$ cat src/hw/irq_ctrl_consts.vh
`ifndef IRQ_CTRL_CONSTS_VH
`define IRQ_CTRL_CONSTS_VH
// register word offsets (byte address = offset * 4)
`define OFS_MCU_CTRL 8'h35
`define OFS_MCU_EXT 8'h36
`define OFS_TMR_FLAGS 8'h38
`define OFS_TMR_MASKS 8'h39
`define OFS_EXT_FLAGS 8'h3a
`define OFS_EXT_MASKS 8'h3b
`define OFS_CPU_STATUS 8'h3f
`define OFS_CORE_CMD 8'h40
`define RESET_VAL 8'h00
// timer flag / mask bit positions
`define B_T1_OVF 7
`define B_T1_CMPA 6
`define B_T1_CMPB 5
`define B_T2_OVF 4
`define B_T1_CAP 3
`define B_T2_CMP 2
`define B_T0_OVF 1
`define B_T0_CMP 0
// external flag / mask bit positions
`define B_EXT_B 7
`define B_EXT_A 6
`define B_EXT_C 5
// control bit positions
`define B_MEM_EN 7
`define B_MEM_WAIT 6
`define B_SLEEP_EN 5
`define B_SLEEP_HI 4
`define B_SLEEP_LO 7
`define B_C_EDGE 0
`define B_GLOBAL 7
// core command bits
`define B_CMD_SLEEP 0
`define B_CMD_RETI 1
`define B_CMD_ACK 2
// sense codes
`define SENSE_LOW 2'b00
`define SENSE_ANY 2'b01
`define SENSE_FALL 2'b10
`define SENSE_RISE 2'b11
// sleep modes
`define SLP_IDLE 2'b00
`define SLP_RSVD 2'b01
`define SLP_PDOWN 2'b10
`define SLP_PSAVE 2'b11
// vector numbers (word address / 2)
`define VEC_NONE 5'h00
`define VEC_EXT_A 5'h01
`define VEC_EXT_B 5'h02
`define VEC_EXT_C 5'h03
`define VEC_T2_CMP 5'h04
`define VEC_T2_OVF 5'h05
`define VEC_T1_CAP 5'h06
`define VEC_T1_CMPA 5'h07
`define VEC_T1_CMPB 5'h08
`define VEC_T1_OVF 5'h09
`define VEC_T0_CMP 5'h0a
`define VEC_T0_OVF 5'h0b
`endif

$ cat src/hw/irq_ctrl.v
`timescale 1ns/1ps
`default_nettype none
`include "irq_ctrl_consts.vh"
module irq_ctrl (
  input wire sys_clk_in,
  input wire rst_b_in,
  // avalon-mm slave, word address
  input wire [7:0] avs_address_in,
  input wire avs_read_in,
  input wire avs_write_in,
  input wire [31:0] avs_writedata_in,
  output reg [31:0] avs_readdata_out,
  output reg avs_waitrequest_out,
  // timer inputs: one-cycle event pulses on this clock, t1_pwm_mode_in a level, t1_count_in a count value
  input wire t1_ovf_in,
  input wire t1_pwm_turn_in,
  input wire t1_pwm_mode_in,
  input wire t1_cmpa_in,
  input wire t1_cmpb_in,
  input wire t2_ovf_in,
  input wire t2_cmp_in,
  input wire t0_ovf_in,
  input wire t0_cmp_in,
  input wire [15:0] t1_count_in,
  // asynchronous pins
  input wire capture_input_pin_in,
  input wire ext_irq_pin_a_in,
  input wire ext_irq_pin_b_in,
  input wire ext_irq_pin_c_in,
  // core vectoring
  input wire vector_ack_in,
  output reg irq_req_out,
  output reg [4:0] irq_vector_out,
  output reg [15:0] t1_capture_value_out,
  output reg ext_mem_enable_out,
  output reg ext_mem_wait_bit_out,
  output reg sleep_active_out,
  output reg [1:0] sleep_mode_out
);
  // register state
  reg [7:0] mcu_ctrl_r; // general control
  reg [7:0] mcu_ext_r; // extended control
  reg [7:0] tmr_flags_r; // timer flags
  reg [7:0] tmr_masks_r; // timer enables
  reg [7:0] ext_flags_r; // external edge flags
  reg [7:0] ext_masks_r; // external enables
  reg global_en_r; // global interrupt enable
  reg bus_done_r; // one wait cycle then release
  // pin synchronisers, first stage read only by second
  reg [3:0] pin_s1_r;
  reg [3:0] pin_s2_r;
  reg [3:0] pin_old_r; // previous synced level for edges
  reg [7:0] tmr_flags_nxt;
  reg [7:0] ext_flags_nxt;
  reg [4:0] vec_nxt;
  reg [7:0] rd_nxt;
  wire acc = avs_read_in | avs_write_in;
  wire wr_go = avs_write_in & bus_done_r;
  wire rd_go = avs_read_in & bus_done_r;
  wire [7:0] wd = avs_writedata_in[7:0];
  wire cap_pin = pin_s2_r[0];
  wire pa = pin_s2_r[1];
  wire pb = pin_s2_r[2];
  wire pc = pin_s2_r[3];
  wire [1:0] sense_a = mcu_ctrl_r[1:0];
  wire [1:0] sense_b = mcu_ctrl_r[3:2];
  wire cmd_wr = wr_go & (avs_address_in == `OFS_CORE_CMD);
  wire ack = vector_ack_in & irq_req_out;
  // software-driven pins still sampled here, pin input taken regardless of direction
  function detect;
    input [1:0] sense;
    input now;
    input old;
    begin
      case (sense)
        `SENSE_LOW: detect = 1'b0; // level handled without flag
        `SENSE_ANY: detect = now ^ old;
        `SENSE_FALL: detect = old & ~now;
        `SENSE_RISE: detect = now & ~old;
        default: detect = 1'b0;
      endcase
    end
  endfunction
  wire ev_a = detect(sense_a, pa, pin_old_r[1]);
  wire ev_b = detect(sense_b, pb, pin_old_r[2]);
  // pin c edge only
  wire ev_c = mcu_ext_r[`B_C_EDGE] ? (pc & ~pin_old_r[3]) : (~pc & pin_old_r[3]);
  // capture on rising edge of the synced pin
  wire ev_cap = cap_pin & ~pin_old_r[0];
  // level requests live only while pin low
  wire lvl_a = (sense_a == `SENSE_LOW) & ~pa;
  wire lvl_b = (sense_b == `SENSE_LOW) & ~pb;
  // pending sources, mask gating
  wire [7:0] tmr_pend = tmr_flags_r & tmr_masks_r;
  wire pa_req = ext_masks_r[`B_EXT_A] & (ext_flags_r[`B_EXT_A] | lvl_a);
  wire pb_req = ext_masks_r[`B_EXT_B] & (ext_flags_r[`B_EXT_B] | lvl_b);
  wire pc_req = ext_masks_r[`B_EXT_C] & ext_flags_r[`B_EXT_C];

  // synchronise asynchronous pins
  always @(posedge sys_clk_in or negedge rst_b_in) begin
    if (!rst_b_in) begin
      pin_s1_r <= 4'h0;
      pin_s2_r <= 4'h0;
      pin_old_r <= 4'h0;
    end else begin
      pin_s1_r <= {ext_irq_pin_c_in, ext_irq_pin_b_in, ext_irq_pin_a_in, capture_input_pin_in};
      pin_s2_r <= pin_s1_r;
      pin_old_r <= pin_s2_r;
    end
  end

  // priority pick, lowest vector first
  always @* begin
    vec_nxt = `VEC_NONE;
    if (global_en_r) begin
      if (pa_req) vec_nxt = `VEC_EXT_A;
      else if (pb_req) vec_nxt = `VEC_EXT_B;
      else if (pc_req) vec_nxt = `VEC_EXT_C;
      else if (tmr_pend[`B_T2_CMP]) vec_nxt = `VEC_T2_CMP;
      else if (tmr_pend[`B_T2_OVF]) vec_nxt = `VEC_T2_OVF;
      else if (tmr_pend[`B_T1_CAP]) vec_nxt = `VEC_T1_CAP;
      else if (tmr_pend[`B_T1_CMPA]) vec_nxt = `VEC_T1_CMPA;
      else if (tmr_pend[`B_T1_CMPB]) vec_nxt = `VEC_T1_CMPB;
      else if (tmr_pend[`B_T1_OVF]) vec_nxt = `VEC_T1_OVF;
      else if (tmr_pend[`B_T0_CMP]) vec_nxt = `VEC_T0_CMP;
      else if (tmr_pend[`B_T0_OVF]) vec_nxt = `VEC_T0_OVF;
    end
  end

  // flag next values: clear by write-one or ack, set wins
  always @* begin
    tmr_flags_nxt = tmr_flags_r;
    ext_flags_nxt = ext_flags_r;
    if (wr_go && avs_address_in == `OFS_TMR_FLAGS)
      tmr_flags_nxt = tmr_flags_nxt & ~wd;
    if (wr_go && avs_address_in == `OFS_EXT_FLAGS)
      ext_flags_nxt = ext_flags_nxt & ~(wd & 8'he0);
    if (ack) begin
      case (irq_vector_out)
        `VEC_EXT_A: ext_flags_nxt[`B_EXT_A] = 1'b0;
        `VEC_EXT_B: ext_flags_nxt[`B_EXT_B] = 1'b0;
        `VEC_EXT_C: ext_flags_nxt[`B_EXT_C] = 1'b0;
        `VEC_T2_CMP: tmr_flags_nxt[`B_T2_CMP] = 1'b0;
        `VEC_T2_OVF: tmr_flags_nxt[`B_T2_OVF] = 1'b0;
        `VEC_T1_CAP: tmr_flags_nxt[`B_T1_CAP] = 1'b0;
        `VEC_T1_CMPA: tmr_flags_nxt[`B_T1_CMPA] = 1'b0;
        `VEC_T1_CMPB: tmr_flags_nxt[`B_T1_CMPB] = 1'b0;
        `VEC_T1_OVF: tmr_flags_nxt[`B_T1_OVF] = 1'b0;
        `VEC_T0_CMP: tmr_flags_nxt[`B_T0_CMP] = 1'b0;
        `VEC_T0_OVF: tmr_flags_nxt[`B_T0_OVF] = 1'b0;
        default: tmr_flags_nxt = tmr_flags_nxt;
      endcase
    end
    // hardware sets last so they win
    if (t1_pwm_mode_in ? t1_pwm_turn_in : t1_ovf_in)
      tmr_flags_nxt[`B_T1_OVF] = 1'b1;
    if (t1_cmpa_in) tmr_flags_nxt[`B_T1_CMPA] = 1'b1;
    if (t1_cmpb_in) tmr_flags_nxt[`B_T1_CMPB] = 1'b1;
    if (t2_ovf_in) tmr_flags_nxt[`B_T2_OVF] = 1'b1;
    if (ev_cap) tmr_flags_nxt[`B_T1_CAP] = 1'b1;
    if (t2_cmp_in) tmr_flags_nxt[`B_T2_CMP] = 1'b1;
    if (t0_ovf_in) tmr_flags_nxt[`B_T0_OVF] = 1'b1;
    if (t0_cmp_in) tmr_flags_nxt[`B_T0_CMP] = 1'b1;
    if (ev_a) ext_flags_nxt[`B_EXT_A] = 1'b1;
    if (ev_b) ext_flags_nxt[`B_EXT_B] = 1'b1;
    if (ev_c) ext_flags_nxt[`B_EXT_C] = 1'b1;
  end

  // read mux, unmapped reads zero
  always @* begin
    case (avs_address_in)
      `OFS_MCU_CTRL: rd_nxt = mcu_ctrl_r;
      `OFS_MCU_EXT: rd_nxt = mcu_ext_r;
      `OFS_TMR_FLAGS: rd_nxt = tmr_flags_r;
      `OFS_TMR_MASKS: rd_nxt = tmr_masks_r;
      `OFS_EXT_FLAGS: rd_nxt = ext_flags_r;
      `OFS_EXT_MASKS: rd_nxt = ext_masks_r;
      `OFS_CPU_STATUS: rd_nxt = {global_en_r, 7'h00};
      default: rd_nxt = 8'h00;
    endcase
  end

  // registers, bus handshake and core side
  always @(posedge sys_clk_in or negedge rst_b_in) begin
    if (!rst_b_in) begin
      mcu_ctrl_r <= `RESET_VAL;
      mcu_ext_r <= `RESET_VAL;
      tmr_flags_r <= `RESET_VAL;
      tmr_masks_r <= `RESET_VAL;
      ext_flags_r <= `RESET_VAL;
      ext_masks_r <= `RESET_VAL;
      global_en_r <= 1'b0;
      bus_done_r <= 1'b0;
      avs_readdata_out <= 32'h0;
      avs_waitrequest_out <= 1'b1;
      irq_req_out <= 1'b0;
      irq_vector_out <= `VEC_NONE;
      t1_capture_value_out <= 16'h0;
      ext_mem_enable_out <= 1'b0;
      ext_mem_wait_bit_out <= 1'b0;
      sleep_active_out <= 1'b0;
      sleep_mode_out <= `SLP_IDLE;
    end else begin
      // one wait cycle per access, release on second
      bus_done_r <= acc & ~bus_done_r;
      avs_waitrequest_out <= ~(acc & ~bus_done_r);
      if (acc && !bus_done_r)
        avs_readdata_out <= {24'h0, rd_nxt};
      tmr_flags_r <= tmr_flags_nxt;
      ext_flags_r <= ext_flags_nxt;
      if (ev_cap)
        t1_capture_value_out <= t1_count_in;
      if (wr_go) begin
        case (avs_address_in)
          `OFS_MCU_CTRL: mcu_ctrl_r <= wd;
          `OFS_MCU_EXT: mcu_ext_r <= wd;
          `OFS_TMR_MASKS: tmr_masks_r <= wd;
          `OFS_EXT_MASKS: ext_masks_r <= wd & 8'he0;
          default: mcu_ctrl_r <= mcu_ctrl_r;
        endcase
      end
      // global enable: acceptance clears, reti sets, status write loads bit 7
      if (ack)
        global_en_r <= 1'b0;
      else if (cmd_wr && wd[`B_CMD_RETI])
        global_en_r <= 1'b1;
      else if (wr_go && avs_address_in == `OFS_CPU_STATUS)
        global_en_r <= wd[`B_GLOBAL];
      // request stays while a source is pending and global enable is set; drop right after ack
      irq_req_out <= (vec_nxt != `VEC_NONE) & ~ack;
      irq_vector_out <= ack ? `VEC_NONE : vec_nxt;
      ext_mem_enable_out <= mcu_ctrl_r[`B_MEM_EN];
      ext_mem_wait_bit_out <= mcu_ctrl_r[`B_MEM_WAIT];
      sleep_mode_out <= {mcu_ctrl_r[`B_SLEEP_HI], mcu_ext_r[`B_SLEEP_LO]};
      // sleep command honoured only with enable; wake on request
      if (cmd_wr && wd[`B_CMD_SLEEP] && mcu_ctrl_r[`B_SLEEP_EN])
        sleep_active_out <= 1'b1;
      else if (irq_req_out)
        sleep_active_out <= 1'b0;
    end
  end
endmodule
`default_nettype wire

$ cat config.mk
export PLATFORM = sky130hd
export DESIGN_NAME = irq_ctrl
export DESIGN_NICKNAME = d
export VERILOG_FILES = /design/src/hw/irq_ctrl.v
export VERILOG_INCLUDE_DIRS = /design/src /design/src/hw
export SDC_FILE = /design/constraint.sdc
export NUM_CORES = 1
export LEC_CHECK = 0
export BUFFER_PORTS_ARGS = -buffer_cell sky130_fd_sc_hd__buf_4
export CAP_MARGIN = 20
export CORE_MARGIN = 2
export CORE_UTILIZATION = 51
export CTS_CLUSTER_SIZE = 28
export DETAILED_ROUTE_END_ITERATION = 12
export PLACE_DENSITY_LB_ADDON = 0.05
export REMOVE_ABC_BUFFERS = 1
export SYNTH_ARGS = -nofsm -noshare
export SYNTH_HDL_FRONTEND = slang
export SYNTH_SLANG_ARGS = --single-unit
$ cat constraint.sdc
create_clock -name sys_clk_in -period 1.9 [get_ports sys_clk_in]
set_input_delay 0.57 -clock sys_clk_in [delete_from_list [all_inputs] [get_ports sys_clk_in]]
set_output_delay 0.57 -clock sys_clk_in [all_outputs]
set_load 0.1 [all_outputs]
==> key figures <==
Status
  – Status: completed

Worst setup path
  – Worst R2R Path Depth: 5
  – Critical path origin: tmr_flags_r[1]
  – Critical Path Source Type: flop
  – Flop-to-flop setup slack: 0.16 ns
  – Worst path required time: 2.14 ns
  – RR Startpoint: tmr_flags_r[1]
  – Worst Path Arrival: 1.98 ns
  – CP endpoint kind: flop
  – CP max FO: 4
  – CP Capture Point: irq_req_out
  – R2R Path End: irq_req_out
  – Critical path class: reg2reg

Clock network
  – TritonCTS clock tree: done
  – Post-CTS sizing: 0
  – Post-CTS Setup Inserts: 0
  – Max Buffers Root-to-Sink: 2
  – Worst-path clk slew: 0.09 ns
  – # clock sinks: 87
  – Hold_buf cts: 0
  – Root buf cell: clkbuf_8
  – Total CTS buffers: 9
  – H-tree Lvls: 3
  – Clock Latency Late Sink: 0.35 ns

Routing
  – Post-route DRC: 0
  – Via Count: 2981
  – DRT antenna net count: 0
  – Vias per cell: 5.410
  – Initial DRC count: 253
  – Wire per inst: 16.85 um
  – Routed WL: 9287 um
  – Drt pass-1 iters: 4

Layout
  – N_diodes: 0
  – Design area: 5146 um^2
  – Area growth, synth to finish: 25.93%
  – Final Util: 66.60%
  – Most frequent cells in the layout: buf_4 (105), dfrtp_1 (86), mux2_2 (49)
  – Layout cell share with drive strength beyond 1: 43.65%
  – Commonest non-fill, non-tap cell in the layout: buf_4
  – Final net count: 522

Floorplanning
  – Die H: 93.52 um
  – Placeable Area: 7727 um^2
  – FP Rows: 32
  – Initial Util: 52.88%
  – Die area: 8745 um^2
  – Die Wd: 93.52 um
  – Ports: 134

Timing
  – Layout Skew: 0.005809 ns
  – Final WS setup: 0.1580 ns
  – Crit share post-route: 91.68%
  – Worst slew pin tran: 0.5273 ns
  – Post-route setup TNS: 0 ns
  – Final setup vio count: 0
  – Hold slack final: 0.1815 ns
  – Final Hold Viols: 0
  – Fmax: 574.1 MHz
  – Tmin final: 1.742 ns
  – RSZ-0062 raised after global routing: false
  – Worst rel slew slack: 64.85%
  – Slew Limit Fails: 0

Synthesis
  – Synth cell types: 49
  – Synthesized cell area: 4086 um^2
  – Synth Register Bits: 87
  – Ys Warns: 0
  – Post-Synthesis Cells: 334
  – Sequential-to-total area share from yosys stat: 53.31%
  – Asr flop ratio synth: 100.0%
  – Number of synthesized flops with an enable pin: 0
  – Avg Inst Size Synth: 12.23 um^2
  – Primary FF master, synth: dfrtp_1

Global route
  – Vias in the first global route: 2869
  – GRT Util Overall: 22.31%
  – Total gr overflow: 0
  – Initial antenna violation count: 0
  – First-pass GRT wire length: 14870 um
  – Largest net degree at the start of global routing: 40

Placement
  – IO buf count: 84
  – Routability-driven placement congestion ratio: 0.8571
  – Setup WS pre-CTS: -0.1559 ns
  – Hpwl dp: 6926 um
  – Post-DP Area: 4933 um^2

Min path
  – HP Class: in2async

Power
  – Leak: 2.423 nW
  – Pwr/cell area: 901.1 nW/um^2
  – Maximum VDD drop: 0.6512 mV

Flow run
  – Max cap viols: 0
==> registers in the layout, summed over array words and instances, names as in the netlist, 2 cells and up <==
register,count
t1_capture_value_out,16
avs_readdata_out,8
mcu_ctrl_r,8
mcu_ext_r,8
tmr_flags_r,8
tmr_masks_r,8
irq_vector_out,4
pin_old_r,4
pin_s1_r,4
pin_s2_r,4
ext_flags_r,3
ext_masks_r,3
sleep_mode_out,2
==> Yosys cell counts (2+ instances only) <==
library cell | count | area share, %
a31oi_1 | 2 | 0.31
nor3_1 | 3 | 0.37
a22oi_1 | 8 | 1.5
buf_4 | 27 | 5.0
nand4_1 | 6 | 0.92
nand4b_1 | 2 | 0.43
nand2_1 | 18 | 1.7
a221oi_1 | 2 | 0.43
or2_2 | 10 | 1.5
o41ai_1 | 2 | 0.43
nand3_1 | 4 | 0.49
buf_2 | 2 | 0.24
a211o_1 | 2 | 0.43
a22o_1 | 8 | 1.7
o21ai_0 | 22 | 2.7
nor2b_1 | 4 | 0.61
a32o_1 | 2 | 0.49
nand2b_1 | 2 | 0.31
clkbuf_1 | 3 | 0.28
dfrtp_1 | 86 | 53
a21oi_1 | 18 | 2.2
and3b_1 | 2 | 0.43
nor3_4 | 2 | 0.80
nor2_1 | 8 | 0.73
or3_1 | 2 | 0.31
ha_1 | 4 | 1.2
inv_1 | 7 | 0.64
mux4_2 | 3 | 1.7
nor3b_1 | 5 | 0.92
mux2_2 | 49 | 14
==> area by class of cell <==
type | instances | area, um^2
fillers | 608 | 2581
clock inverters | 6 | 75.07
flip-flops and latches | 87 | 2178
multi-input cells | 230 | 1733
clock buffers | 10 | 137.6
inverters | 7 | 26.28
well taps | 102 | 127.6
repair buffers | 109 | 868.3
==> cells by family after synthesis <==
family	synth area share, %
other	0.09177
buffers and inverters	6.491
and+or+nand+nor	12.31
muxes	15.40
DFF	53.31
AOI/OAI and AO/OA	10.96
adders and majority gates	1.225
xor gates and xnor gates	0.2144
==> routing by layer <==
layer	part of all wire [%]	vias to the layer above	global-route usage (%)
met5	0	-	0
met4	2.1	0	8.456
met3	5.4	14	3.465
met2	47	112	34.29
li1	-	1386	-
met1	45	1469	32.09
==> report_power, final <==
part	total (mW)	switching, mW	internal, mW
Clock	1.37	0.705	0.665
Sequential	2.04	0.0707	1.97
Combinational	1.23	0.927	0.303
Total	4.64	1.70	2.93
==> per-stage QoR <==
step	power (mW)	std cells
after floorplan	2.960	324
after global routing	4.806	551
after detailed placement	3.309	535
final	4.637	551
after global placement	3.294	535
after CTS	4.660	551
==> worst min path at each step <==
stage,end
global route,sleep_active_out
detailed placement,pin_s2_r[3]
floorplan,avs_readdata_out[0]
finish,sleep_active_out
global placement,pin_s2_r[0]
CTS,global_en_r
==> critical path: stages, from the launching register on <==
cell	delay [ns]
dfrtp_1	0.42
a22o_1	0.27
a222oi_1	0.26
o211ai_1	0.12
and3_4	0.20
or3_1	0.36
No activity file was read; power rests on OpenSTA's default activity.
